**config.mk**
```make
export PLATFORM = sky130hd
export DESIGN_NAME = vbta_regs
export DESIGN_NICKNAME = d
export VERILOG_FILES = /design/src/vbta_pkg.sv /design/src/vbta_thr_if.sv /design/src/vbta_thr_reg.sv /design/src/vbta_regs.sv
export VERILOG_INCLUDE_DIRS = /design/src
export SDC_FILE = /design/constraint.sdc
export NUM_CORES = 1
export LEC_CHECK = 0
export BUFFER_PORTS_ARGS = -buffer_cell sky130_fd_sc_hd__buf_2
export CAP_MARGIN = 20
export CORE_ASPECT_RATIO = 0.75
export CORE_UTILIZATION = 60
export DETAILED_ROUTE_END_ITERATION = 6
export MAX_ROUTING_LAYER = met4
export PLACE_DENSITY = 0.82
export SETUP_SLACK_MARGIN = 0.1
export SLEW_MARGIN = 20
export SYNTH_ARGS = -nofsm -noshare
export SYNTH_HDL_FRONTEND = slang
export SYNTH_SLANG_ARGS = --single-unit
```
**constraint.sdc**
```tcl
create_clock -name clk -period 6.06 [get_ports clk]
set_clock_uncertainty 0.1 [all_clocks]
set_input_delay 0.909 -clock clk [delete_from_list [all_inputs] [get_ports clk]]
set_output_delay 0.909 -clock clk [all_outputs]
set_load 0.01 [all_outputs]
```
**src/vbta_cfg.svh**
```systemverilog
/*
  Register offsets, field positions and reset values of the rail threshold
  and alarm register bank. Assumes byte-wide registers at 8-bit addresses.
*/
`ifndef VBTA_CFG_SVH
`define VBTA_CFG_SVH

`define VBTA_OFS_THR_BASE 8'h72
`define VBTA_OFS_SNK_LO 8'h72
`define VBTA_OFS_SNK_HI 8'h73
`define VBTA_OFS_STOP_LO 8'h74
`define VBTA_OFS_STOP_HI 8'h75
`define VBTA_OFS_OVER_LO 8'h76
`define VBTA_OFS_OVER_HI 8'h77
`define VBTA_OFS_UNDER_LO 8'h78
`define VBTA_OFS_UNDER_HI 8'h79
`define VBTA_OFS_VSTAT 8'h90
`define VBTA_OFS_VMASK 8'h92

`define VBTA_BIT_TIMER 4
`define VBTA_BIT_CFGOV 3
`define VBTA_BIT_OTEMP 2

`define VBTA_RST_THR_LO 8'h00
`define VBTA_RST_THR_HI 2'h0
`define VBTA_RST_VSTAT 3'h0
`define VBTA_RST_VMASK 3'h0
`define VBTA_RST_BYTE 8'h00

`define VBTA_IDX_SNK 0
`define VBTA_IDX_STOP 1
`define VBTA_IDX_OVER 2
`define VBTA_IDX_UNDER 3
`define VBTA_NUM_THR 4

`endif

```
**src/vbta_pkg.sv**
```systemverilog
/*
  Types of the rail threshold and alarm register bank.
  Assumes the constants of vbta_cfg.svh.
*/
`default_nettype none
package vbta_pkg;

  typedef enum logic [1:0] {
    VBTA_DS_IDLE = 2'b00,
    VBTA_DS_SRC = 2'b01,
    VBTA_DS_SNK = 2'b10
  } vbta_dis_e;

  typedef struct packed {
    logic [7:0] lo;
    logic [1:0] hi;
  } vbta_thr_s;

  typedef struct packed {
    logic rp_s1;
    logic rp_s2;
    logic ot_s1;
    logic ot_s2;
    logic cf_s1;
    logic cf_s2;
    logic snk_armed;
    vbta_dis_e ds;
    logic detach;
    logic over;
    logic under;
    logic [2:0] vstat;
    logic [2:0] vmask;
    logic [7:0] rdata;
  } vbta_main_s;

endpackage
`default_nettype wire

```
**src/vbta_thr_if.sv**
```systemverilog
/*
  Carrier between the bank and one 10-bit threshold register pair.
  Assumes writes come from the bank's own byte register port.
*/
`timescale 1ns/1ps
`default_nettype none
interface vbta_thr_if;
  logic wr_lo;
  logic wr_hi;
  logic [7:0] wdata;
  logic [9:0] level;
  modport owner (input wr_lo, input wr_hi, input wdata, output level);
  modport user (output wr_lo, output wr_hi, output wdata, input level);
endinterface
`default_nettype wire

```
**src/vbta_thr_reg.sv**
```systemverilog
/*
  One 10-bit threshold held as a low byte and two upper bits.
  Assumes write strobes are one-cycle pulses on clk.
*/
`timescale 1ns/1ps
`default_nettype none
`include "vbta_cfg.svh"
module vbta_thr_reg
  import vbta_pkg::*;
(
  input wire logic clk,
  input wire logic arst_n,
  vbta_thr_if.owner bus
);

  vbta_thr_s q;
  vbta_thr_s next_q;

  always_comb begin
    next_q = q;
    if (bus.wr_lo) begin
      next_q.lo = bus.wdata;
    end
    if (bus.wr_hi) begin
      next_q.hi = bus.wdata[1:0];
    end
  end

  always_ff @(posedge clk or negedge arst_n) begin
    if (!arst_n) begin
      q <= '{lo: `VBTA_RST_THR_LO, hi: `VBTA_RST_THR_HI};
    end else begin
      q <= next_q;
    end
  end

  // Both bytes form one value, so comparisons always see the full code.
  assign bus.level = {q.hi, q.lo};

endmodule
`default_nettype wire

```
**src/vbta_regs.sv**
```systemverilog
/*
  Rail threshold and alarm register bank with detach, discharge and alarm
  comparisons, plus the extra interrupt status and mask registers.
  Assumes a byte register port driven by the serial front end on clk, and
  rail samples produced on clk with a one-cycle valid strobe.
*/
`timescale 1ns/1ps
`default_nettype none
`include "vbta_cfg.svh"
module vbta_regs
  import vbta_pkg::*;
#(
  parameter logic [9:0] VSAFE0V_LEVEL = 10'h020
)(
  input wire logic clk,
  input wire logic arst_n,
  input wire logic [7:0] reg_addr,
  input wire logic reg_wr,
  input wire logic [7:0] reg_wdata,
  input wire logic reg_rd,
  output logic [7:0] reg_rdata,
  input wire logic [9:0] rail_sample,
  input wire logic rail_sample_valid,
  input wire logic rail_present_flag,
  input wire logic rail_source,
  input wire logic auto_discharge_en,
  input wire logic discharge_req,
  input wire logic rail_alarm_off,
  input wire logic read_clear,
  input wire logic slow_osc_timer_expired,
  input wire logic config_pin_overvolt,
  input wire logic port_attached,
  input wire logic overtemp_shutdown,
  output logic sink_detach,
  output logic discharge_en,
  output logic rail_over_flag,
  output logic rail_under_flag,
  output logic extra_irq
);

  vbta_main_s q;
  vbta_main_s next_q;
  vbta_thr_if thr[`VBTA_NUM_THR] ();
  logic [9:0] snk_lvl;
  logic [9:0] stop_lvl;
  logic [9:0] over_lvl;
  logic [9:0] under_lvl;

  // Each pair sits at two consecutive addresses, low byte first, so the
  // decode is the base plus twice the pair index.
  genvar gi;
  generate
    for (gi = 0; gi < `VBTA_NUM_THR; gi++) begin : g_thr
      assign thr[gi].wdata = reg_wdata;
      assign thr[gi].wr_lo = reg_wr &&
        (reg_addr == 8'(`VBTA_OFS_THR_BASE + 2 * gi));
      assign thr[gi].wr_hi = reg_wr &&
        (reg_addr == 8'(`VBTA_OFS_THR_BASE + 2 * gi + 1));
      vbta_thr_reg u_thr (
        .clk(clk),
        .arst_n(arst_n),
        .bus(thr[gi])
      );
    end
  endgenerate

  assign snk_lvl = thr[`VBTA_IDX_SNK].level;
  assign stop_lvl = thr[`VBTA_IDX_STOP].level;
  assign over_lvl = thr[`VBTA_IDX_OVER].level;
  assign under_lvl = thr[`VBTA_IDX_UNDER].level;

  logic use_thr;
  logic [7:0] rd_mux;
  logic [2:0] set_v;
  logic [2:0] clr_v;
  logic [9:0] end_lvl;

  always_comb begin
    // A zero level disables the compare and hands detach back to presence.
    use_thr = (snk_lvl != 10'h000) && auto_discharge_en;

    // Read data is captured into a flop on the strobe, so it holds steady
    // until the next read even while status bits keep moving.
    case (reg_addr)
      `VBTA_OFS_SNK_LO: rd_mux = snk_lvl[7:0];
      `VBTA_OFS_SNK_HI: rd_mux = {6'h00, snk_lvl[9:8]};
      `VBTA_OFS_STOP_LO: rd_mux = stop_lvl[7:0];
      `VBTA_OFS_STOP_HI: rd_mux = {6'h00, stop_lvl[9:8]};
      `VBTA_OFS_OVER_LO: rd_mux = over_lvl[7:0];
      `VBTA_OFS_OVER_HI: rd_mux = {6'h00, over_lvl[9:8]};
      `VBTA_OFS_UNDER_LO: rd_mux = under_lvl[7:0];
      `VBTA_OFS_UNDER_HI: rd_mux = {6'h00, under_lvl[9:8]};
      `VBTA_OFS_VSTAT: rd_mux = {3'h0, q.vstat, 2'h0};
      `VBTA_OFS_VMASK: rd_mux = {3'h0, q.vmask, 2'h0};
      default: rd_mux = `VBTA_RST_BYTE;
    endcase

    // Status bits 4:2 sit at vector positions 2:0; the pin sources feeding
    // bits 3 and 2 are only read after their second synchroniser stage.
    set_v = 3'h0;
    set_v[`VBTA_BIT_TIMER - 2] = slow_osc_timer_expired;
    set_v[`VBTA_BIT_CFGOV - 2] = q.cf_s2 && !port_attached;
    set_v[`VBTA_BIT_OTEMP - 2] = q.ot_s2;

    clr_v = 3'h0;
    if (!read_clear && reg_wr && reg_addr == `VBTA_OFS_VSTAT) begin
      clr_v = reg_wdata[4:2];
    end
    if (read_clear && reg_rd && reg_addr == `VBTA_OFS_VSTAT) begin
      clr_v = 3'h7;
    end

    // Stop level only applies to a source discharge; sink always goes low.
    if (q.ds == VBTA_DS_SRC && stop_lvl != 10'h000) begin
      end_lvl = stop_lvl;
    end else begin
      end_lvl = VSAFE0V_LEVEL;
    end

    next_q = q;
    // The presence, overtemperature and config-pin flags pass two flops before any logic looks at them.
    next_q.rp_s1 = rail_present_flag;
    next_q.rp_s2 = q.rp_s1;
    next_q.ot_s1 = overtemp_shutdown;
    next_q.ot_s2 = q.ot_s1;
    next_q.cf_s1 = config_pin_overvolt;
    next_q.cf_s2 = q.cf_s1;
    next_q.detach = 1'b0;
    next_q.over = 1'b0;
    next_q.under = 1'b0;
    // A flag that sets in the clearing cycle stays set.
    next_q.vstat = (q.vstat & ~clr_v) | set_v;
    if (reg_wr && reg_addr == `VBTA_OFS_VMASK) begin
      next_q.vmask = reg_wdata[4:2];
    end
    if (reg_rd) begin
      next_q.rdata = rd_mux;
    end

    if (rail_sample_valid) begin
      next_q.over = !rail_alarm_off && (rail_sample > over_lvl);
      next_q.under = !rail_alarm_off && (rail_sample < under_lvl);
    end

    // Arming keeps one detach per attach rather than one per low sample.
    if (!rail_source) begin
      if (use_thr) begin
        if (rail_sample_valid) begin
          if (rail_sample >= snk_lvl) begin
            next_q.snk_armed = 1'b1;
          end else if (q.snk_armed) begin
            next_q.snk_armed = 1'b0;
            next_q.detach = 1'b1;
          end
        end
      end else if (q.rp_s2) begin
        next_q.snk_armed = 1'b1;
      end else if (q.snk_armed) begin
        next_q.snk_armed = 1'b0;
        next_q.detach = 1'b1;
      end
    end else begin
      next_q.snk_armed = 1'b0;
    end

    // A sink detach outranks a source request; both cannot hold at once
    // because a detach is only raised in the sink role.
    case (q.ds)
      VBTA_DS_IDLE: begin
        if (next_q.detach && auto_discharge_en) begin
          next_q.ds = VBTA_DS_SNK;
        end else if (rail_source && discharge_req) begin
          next_q.ds = VBTA_DS_SRC;
        end
      end
      VBTA_DS_SRC, VBTA_DS_SNK: begin
        if (rail_sample_valid && rail_sample <= end_lvl) begin
          next_q.ds = VBTA_DS_IDLE;
        end
      end
      default: next_q.ds = VBTA_DS_IDLE;
    endcase
  end

  always_ff @(posedge clk or negedge arst_n) begin
    if (!arst_n) begin
      q <= '{rp_s1: 1'b0, rp_s2: 1'b0, ot_s1: 1'b0, ot_s2: 1'b0,
             cf_s1: 1'b0, cf_s2: 1'b0, snk_armed: 1'b0,
             ds: VBTA_DS_IDLE, detach: 1'b0, over: 1'b0, under: 1'b0,
             vstat: `VBTA_RST_VSTAT, vmask: `VBTA_RST_VMASK,
             rdata: `VBTA_RST_BYTE};
    end else begin
      q <= next_q;
    end
  end

  // Alarm flags are single-cycle set pulses for an outer alert register.
  assign reg_rdata = q.rdata;
  assign sink_detach = q.detach;
  assign discharge_en = (q.ds != VBTA_DS_IDLE);
  assign rail_over_flag = q.over;
  assign rail_under_flag = q.under;
  assign extra_irq = |(q.vstat & q.vmask);

endmodule
`default_nettype wire

```
==> results_dict.tcl, run 1 <==
set metrics [dict create \
    p_per_area_nw_per_um2 254.5 \
    gr-total-overflow 0 \
    synth_edf_count 0 \
    rows 25 \
    routed_wirelength_um 10570 \
    synth_ff_type "dfrtp_1" \
    chipHeight_um 73.44 \
    grt_max_degree 67 \
    clock-sinks 66 \
    cts_resized 0 \
    hold_viol 0 \
    htree_levels 3 \
    via_count 3333 \
    cp_max_fo 4 \
    drt_iter0_markers 322 \
    ios 54 \
    critPathLaunchType "register" \
    yosys_warnings 0 \
    path_cells "or4_1 -> o41ai_1 -> nor2_1 -> ha_1 -> nand4_1 -> nor3_1 -> o311a_1 -> o21ai_0 -> o21a_1" \
    p_total_mw 1.175 \
    slew_headroom 0.3981 \
    synth_cells 392 \
    timing.fmax_mhz 344.3 \
    slew_violations 0 \
    rr_worst_depth 9 \
    ys_seq_area_frac 0.4045 \
    vias_per_cell 6.324 \
    max-cap-violations 0 \
    min_path_cells 0 \
    fin_area_um2 4616 \
    worstSetupEndpointType "register" \
    worst_ep_required_time_ns 6.26 \
    drive_gt1_frac 0.2825 \
    slowest_delay_ns 0.62 \
    period_minus_slack_ns 2.904 \
    port_buffers 53 \
    cp-startpoint "g_thr[1].u_thr.bus.level[9]" \
    drc_errors 0 \
    final_core_util 0.7163 \
    synth_top_cell_by_area "dfrtp_1" \
    dp.final_hpwl_um 7966 \
    holdWs_ns 0.2570 \
    ant_nets 0 \
    synth-seq-cells 66 \
    yosysTopAreaCellShare 0.4045 \
    p_leak_nw 2.158 \
    placed_area_um2 4367 \
    timing.setup.tns_ns 0 \
    run_status "completed" \
    final_nets 523 \
    rr_startpoint "g_thr[1].u_thr.bus.level[9]" \
    period_share 0.4792 \
    rsz0062_at_grt "no" \
    synthDistinctLibCells 61 \
    post-place-ws_ns 3.000 \
    area_growth_pct 13.06 \
    cts-root-buf "clkbuf_8" \
    vdd_ir_drop_max_mv 0.1689 \
    diodes 0 \
    async_reset_ff_frac 1.000 \
    tightest_slew_ns 0.8960 \
    setup_viol 0 \
    wl_per_cell_um 20.06 \
    clock_path_buffers 2 \
    cts_setup_buffers 0 \
    grt_pass1_vias 3197 \
    synth.most_common_cell "dfrtp_1" \
    layout.cells.non_filler 527 \
    clock_latency_ns 0.35 \
    arrival_ns 3.10 \
    dieArea_um2 7142 \
    critPathKind "reg2reg" \
    synth.avg_cell_area_um2 10.41 \
    clkTransAtPathRegs_ns 0.08 \
    syn-cell-area_um2 4083 \
    start_util 0.6336 \
    fp.dieW_um 97.25 \
    grt_pass1_wl_um 16860 \
    hold_path.class "reg2reg" \
    track_usage 0.3263 \
    setup_ws_ns 3.156 \
    syn-num-nets 474 \
    hold_path.startpoint "next_q[20]" \
    synthTopCellsByArea "dfrtp_1, ha_1, mux2_2" \
    cts_inserted_buffers 9 \
    core_um2 6444 \
    placed_cells 511 \
    cts_hold_buf 0 \
    ys_top_cells_by_count "dfrtp_1, ha_1, mux2_2" \
    grt_antenna_before_repair 0 \
    slowest_stage "or4_1" \
    gp_congestion 0.9256 \
    cts_tree "yes" \
    dr.pass1.iters 5 \
]
[flip-flops by register name (all words and copies together) (netlist names)]
| name | cells |
|---|---|
| rail_over_flag | 1 |
| next_q | 3 |
| reg_rdata | 8 |
| rail_under_flag | 1 |
| sink_detach | 1 |
| q | 12 |
| g_thr.u_thr.bus.level | 40 |
[cell families (layout without fill, tap and decap cells)]
family                     Yosys count  after routing  share of synthesized area
AOI/OAI and AO/OA                   90             90                     0.1578
adders and majority gates           41             41                     0.1257
buffers and inverters               55            109                    0.05976
DFF                                 66             66                     0.4045
muxes                               39             39                     0.1070
and+or+nand+nor                    101            101                     0.1453
[worst max-delay path, delay by kind of cell (launching register included)]
kind	cells	cell delay, ns
AND/OR/NAND/NOR	4	0.93
flip-flops	1	0.44
AO/OA/AOI/OAI	4	1.05
adder cells (fa/ha/maj)	1	0.31
[per-layer routing]
| layer | wire [um] | track usage | up-vias |
|---|---|---|---|
| met3 | 1088 | 0.1180 | 18 |
| met4 | 210 | 0.09967 | 0 |
| met2 | 4567 | 0.4773 | 170 |
| li1 | - | - | 1535 |
| met1 | 4705 | 0.4274 | 1610 |
| met5 | 0 | - | - |
[final timing paths]
kind / to / slack [ns]
worst max-delay path: q[17] / 3.16
worst min-delay path: q[20] / 0.26
worst max register to register: q[17] / 3.16
worst min register to register: q[20] / 0.26
max in group asynchronous: q[24] / 4.69
min in group asynchronous: g_thr[2].u_thr.bus.level[8] / 0.61
[power by group]
part | internal (mW) | total [mW] | switching (mW)
combinational | 0.0906 | 0.218 | 0.128
sequential | 0.468 | 0.492 | 0.0244
clock | 0.277 | 0.464 | 0.188
[layout make-up]
| type | instances | area, um^2 |
|---|---|---|
| clock buffer | 9 | 123.9 |
| clock inverter | 7 | 125.1 |
| fill | 487 | 1828 |
| inverter | 37 | 138.9 |
| multi-input combinational | 271 | 2187 |
| sequential | 66 | 1652 |
| tap | 81 | 101.3 |
| timing repair buffer | 56 | 287.8 |
[placed cells by master (no fill, tap or decap), types with 2 or more instances in the layout]
master	count
a21boi_0	2
a21o_1	5
a21oi_1	22
a221oi_1	2
a222oi_1	3
a22o_1	3
a22oi_1	10
a31oi_1	4
and2_1	2
buf_2	53
buf_4	3
bufinv_16	3
clkbuf_8	9
clkinv_4	3
dfrtp_1	66
ha_1	41
inv_1	36
mux2_2	37
mux2i_1	2
nand2_1	27
nand2_2	3
nand2b_1	5
nand3_1	7
nand3_2	2
nand3b_1	2
nand4_1	7
nand4b_1	3
nor2_1	16
nor2b_1	4
nor3_1	5
nor3b_1	4
o211ai_1	2
o21a_1	3
o21ai_0	16
o31ai_1	3
or4_1	3
or4_4	2
(Power assumes the default switching activity.)
==> run 2: changes to the inputs <==
Settings changed: CORE_UTILIZATION 60 to 58, PLACE_DENSITY 0.82 to 0.8.
Clock period 6.06 ns to 2.9 ns, I/O delays scaled along.
==> run 2 against run 1 <==
  * Sequential share of layout area shrank 0.23 points
  * Worst setup slack lost 3.0 ns
  * Worst hold slack lost 0.17 ns
  * Cell area grew 0.65%
  * Highest routed layer unchanged
==> results_dict.tcl, run 2 (same netlist as run 1, synthesis figures left out) <==
set metrics [dict create \
    holdWs_ns 0.08329 \
    gp_congestion 0.9097 \
    drc_errors 0 \
    dr.pass1.iters 5 \
    r2r_setup_slack_ns 0.18 \
    grt_use_met3 0.06221 \
    final_nets 525 \
    rsz0062_at_grt "no" \
    drt_iter0_markers 350 \
    routed_wirelength_um 10850 \
    period_minus_slack_ns 2.723 \
    cts_inserted_buffers 9 \
    period_share 0.9389 \
    cts_hold_buf 0 \
    port_buffers 53 \
    final_common_cell "dfrtp_1" \
    rr_startpoint "g_thr[1].u_thr.bus.level[9]" \
    clkTransAtPathRegs_ns 0.08 \
    critPathLaunchType "register" \
    wl_per_cell_um 20.39 \
    via_count 3405 \
    grt_util_met1 0.4348 \
    cts_resized 0 \
    min_path_cells 1 \
    rows 26 \
    clock-sinks 66 \
    cts-root-buf "clkbuf_8" \
    clock_path_buffers 2 \
    slew_violations 0 \
    critPathKind "reg2reg" \
    vdd_ir_drop_max_mv 0.2646 \
    gr-total-overflow 0 \
    largest_register_ffs 40 \
    grt_pass1_wl_um 17130 \
    p_leak_nw 2.174 \
    path_cells "or4_4 -> o41ai_2 -> nor2_1 -> ha_1 -> nand4_1 -> nor3_1 -> o311a_1 -> o21ai_0 -> o21a_1" \
    worstSetupEndpointType "register" \
    start_util 0.6005 \
    core_um2 6799 \
    slew_headroom 0.4253 \
    dp.final_hpwl_um 8028 \
    p_per_area_nw_per_um2 531.4 \
    max-cap-violations 0 \
    timing.fmax_mhz 367.3 \
    worst_ep_required_time_ns 3.10 \
    clock_latency_ns 0.35 \
    grt_util_met2 0.5043 \
    ant_nets 0 \
    drive_gt1_frac 0.2902 \
    hold_viol 0 \
    grt_max_degree 67 \
    hold_path.class "in2reg" \
    slowest_delay_ns 0.56 \
    layout_common_cells "dfrtp_1, buf_2, ha_1" \
    cts_tree "yes" \
    grt_pass1_vias 3252 \
    chipHeight_um 74.66 \
    hold_path_end "next_q[22]" \
    rr_worst_depth 9 \
    grt-busiest-layer "met2" \
    grt_antenna_before_repair 0 \
    fp.dieW_um 98.88 \
    cp_max_fo 4 \
    track_usage 0.3251 \
    ios 54 \
    r2r_end "q[17]" \
    vias_per_cell 6.400 \
    tightest_slew_ns 0.8621 \
    slowest_stage "or4_4" \
    cts_setup_buffers 0 \
    run_status "completed" \
    setup_viol 0 \
    timing.setup.tns_ns 0 \
    dieArea_um2 7382 \
    htree_levels 3 \
    hold_path.startpoint "overtemp_shutdown" \
    area_growth_pct 13.79 \
    diodes 0 \
    arrival_ns 2.92 \
]
==> run 2: cell types whose count changed in the layout (fill, tap and decap cells not counted) <==
cell,before,now
o41ai_2,0,1
buf_4,3,5
or4_1,3,2
o41ai_1,1,0
or4_4,2,3
==> run 2: report_power, final <==
group	internal (mW)	switching, mW	total, mW	leakage (nW)
combinational	0.193	0.272	0.465	1.21
clock	0.578	0.396	0.975	0.124
sequential	0.977	0.0521	1.03	0.842
total	1.75	0.720	2.47	2.17
==> run 2: routing by layer <==
metal,wire length [um],up-vias
met5,0,-
met2,4918,161
met1,4994,1685
met3,743,19
li1,-,1540
met4,189,0
==> run 2: through the flow <==
| step | instances | setup slack, ns | area, um^2 | power (mW) | utilization |
|---|---|---|---|---|---|
| 2_1_floorplan | 392 | 0.3786 | 4083 | 1.320 | - |
| 3_3_place_gp | 516 | 0.2270 | 4385 | 1.465 | 0.6450 |
| 3_5_place_dp | 516 | 0.1758 | 4385 | 1.495 | 0.6450 |
| 4_1_cts | 532 | 0.1569 | 4634 | 2.459 | 0.6816 |
| 5_1_grt | 532 | 0.09373 | 4646 | 2.564 | 0.6833 |
| 6_report | 532 | 0.1771 | 4646 | 2.469 | 0.6833 |
==> run 2: final cells by class <==
type / instances / area, um^2
Fill cell: 533 / 2153
Sequential cell: 66 / 1652
Tap cell: 84 / 105.1
Clock buffer: 9 / 123.9
Timing Repair Buffer: 58 / 302.8
Inverter: 37 / 138.9
Multi-Input combinational cell: 271 / 2198
Clock inverter: 7 / 125.1
==> run 2: critical path: cells and delay by family, from the launching register on <==
family	cells	cell delay, ns
AOI/OAI and AO/OA	4	1.00
adders and majority gates	1	0.31
DFF	1	0.41
and+or+nand+nor	4	0.85
==> run 2: how the worst max path moves through the flow <==
stage                                           start     to  slack [ns]  cells past startpoint
after detailed placement  g_thr[1].u_thr.bus.level[9]  q[17]        0.18                      9
final                     g_thr[1].u_thr.bus.level[9]  q[17]        0.18                      9
after floorplan           g_thr[1].u_thr.bus.level[9]  q[17]        0.38                      9
after global placement    g_thr[1].u_thr.bus.level[9]  q[17]        0.23                      9
after global routing      g_thr[1].u_thr.bus.level[1]  q[17]        0.09                      9
after CTS                 g_thr[1].u_thr.bus.level[9]  q[17]        0.16                      9
==> run 3: changes to the inputs <==
Settings changed: CORE_UTILIZATION 58 to 39, PLACE_DENSITY 0.8 to not set, SYNTH_HIERARCHICAL set to 1.
==> run 3 against run 2 <==
  * Clock power grew 9%
  * Synthesized cell count grew 0.26%
  * Via count is 6.0% lower
  * Non-clock buffer count increased by 12
  * Cell area increased by 7.5%
  * Critical path type unchanged
  * Register-to-register slack got worse by 0.10 ns
  * First-iteration DRC count shrank 60%
  * Largest cell class unchanged
==> results_dict.tcl, run 3 <==
set metrics [dict create \
    run_status "completed" \
    synth-seq-cells 66 \
    yosysTopAreaCellShare 0.3892 \
    port_buffers 53 \
    syn-num-nets 475 \
    drt_iter0_markers 140 \
    rows 32 \
    setup_viol 0 \
    final_common_cell "dfrtp_1" \
    ys_seq_area_frac 0.3892 \
    arrival_ns 2.95 \
    via_count 3200 \
    grt_pass1_wl_um 17150 \
    clock_path_buffers 2 \
    max-cap-violations 0 \
    dp.final_hpwl_um 8258 \
    period_minus_slack_ns 2.827 \
    synth_top_cell_by_area "dfrtp_1" \
    diodes 0 \
    grt_max_degree 67 \
    ant_nets 0 \
    synth.avg_cell_area_um2 10.80 \
    wl_per_cell_um 17.95 \
    layout_common_cells "dfrtp_1, buf_2, inv_1" \
    drc_errors 0 \
    clock_latency_ns 0.33 \
    track_usage 0.2122 \
    cts_tree "yes" \
    critPathKind "reg2reg" \
    p_leak_nw 2.324 \
    largest_register_ffs 40 \
    rr_startpoint "g_thr[1].u_thr/bus.level[8]" \
    synth_cells 393 \
    synthTopCellsByArea "dfrtp_1, ha_1, mux2_4" \
    holdWs_ns 0.01661 \
    synth.most_common_cell "dfrtp_1" \
    ys_top_cells_by_count "dfrtp_1, inv_1, ha_1" \
    clkTransAtPathRegs_ns 0.05 \
    worst_ep_required_time_ns 3.02 \
    final_nets 536 \
    p_total_mw 2.537 \
    vdd_ir_drop_max_mv 0.2773 \
    cp_max_fo 3 \
    slew_headroom 0.6494 \
    syn-cell-area_um2 4244 \
    cts_inserted_buffers 9 \
    gp_congestion 0.8294 \
    start_util 0.4061 \
    chipHeight_um 92.34 \
    p_per_area_nw_per_um2 508.0 \
    routed_wirelength_um 10660 \
    synth_edf_count 0 \
    area_growth_pct 17.66 \
    grt_antenna_before_repair 0 \
    final_core_util 0.4779 \
    cp-startpoint "g_thr[1].u_thr/bus.level[8]" \
    htree_levels 3 \
    timing.fmax_mhz 353.7 \
    post-place-ws_ns -0.04543 \
    tightest_slew_ns 0.5260 \
    core_um2 10450 \
    yosys_warnings 6 \
    rsz0062_at_grt "yes" \
    clock-sinks 66 \
    period_share 0.9749 \
    setup_ws_ns 0.07283 \
    dr.pass1.iters 4 \
    synth_ff_type "dfrtp_1" \
    slew_violations 0 \
    grt_pass1_vias 3213 \
    cts-root-buf "clkbuf_16" \
    fp.dieW_um 122.5 \
    synthDistinctLibCells 62 \
    hold_path.class "in2async" \
    critPathLaunchType "register" \
    dieArea_um2 11310 \
    async_reset_ff_frac 1.000 \
    drive_gt1_frac 0.3035 \
    vias_per_cell 5.387 \
    worstSetupEndpointType "register" \
    gr-total-overflow 0 \
    ios 54 \
    hold_viol 0 \
]
run 3: final timing paths:
path | to | slack, ns | cells after the start
setup / recovery | q[17] | 0.07 | 11
hold / removal | sink_detach | 0.02 | 2
setup reg to reg | q[17] | 0.07 | 11
hold reg to reg | q[24] | 0.25 | 0
max in group asynchronous | q[8] | 2.40 | 2
min in group clk | next_q[22] | 0.10 | 1
run 3: layout make-up:
cell class	count	area, um^2
Multi-Input combinational cell	261	2307
Clock buffer	12	246.5
Inverter	46	172.7
Tap cell	136	170.2
Sequential cell	66	1652
Clock inverter	3	40.04
Fill cell	984	5456
Timing Repair Buffer	70	405.4
run 3: what timing repair did:
| action | CTS | global route |
|---|---|---|
| setup endpoints to repair | 2 | 2 |
| hold endpoints to repair | 0 | 0 |
| pin swaps | 9 | 7 |
| hold buffers | 0 | 0 |
| setup buffers | 2 | 0 |
| resized for setup | 4 | 1 |
run 3: per-stage QoR:
stage / instances / TNS, ns / area (um^2)
finish: 594 / 0 / 4994
global route: 594 / -0.09490 / 4994
CTS: 594 / 0 / 4987
detailed placement: 577 / -0.04543 / 4669
global placement: 577 / 0 / 4669
floorplan: 393 / 0 / 4244
run 3: per-layer routing:
metal	GRT usage	share of wire	vias to the layer above
met1	0.3014	0.52	1589
met2	0.2940	0.43	63
met3	0.05850	0.038	8
met5	-	0	-
li1	-	-	1540
met4	0.05589	0.010	0
run 3: kinds of logic after synthesis:
group / count (synthesis) / share of synthesized area
simple gates: 92 / 0.1226
mux: 53 / 0.1663
buf+inv: 66 / 0.07252
flops: 66 / 0.3892
fa+ha+maj: 41 / 0.1209
compound gates: 75 / 0.1285
run 3: power by group:
group | switching (mW) | internal [mW] | total, mW
combinational | 0.252 | 0.214 | 0.467
sequential | 0.0402 | 0.970 | 1.01
clock | 0.380 | 0.681 | 1.06
run 3: worst max-delay path, cell delays in order, from the launching register on:
cell and delay, ns:
dfrtp_1 0.37, or4_4 0.54, o41ai_2 0.28, nor2_1 0.07, ha_1 0.30, nand4_1 0.13
o2111a_1 0.28, o311ai_1 0.06, and4b_2 0.30, buf_4 0.13, o21a_1 0.11, nor2_1 0.04
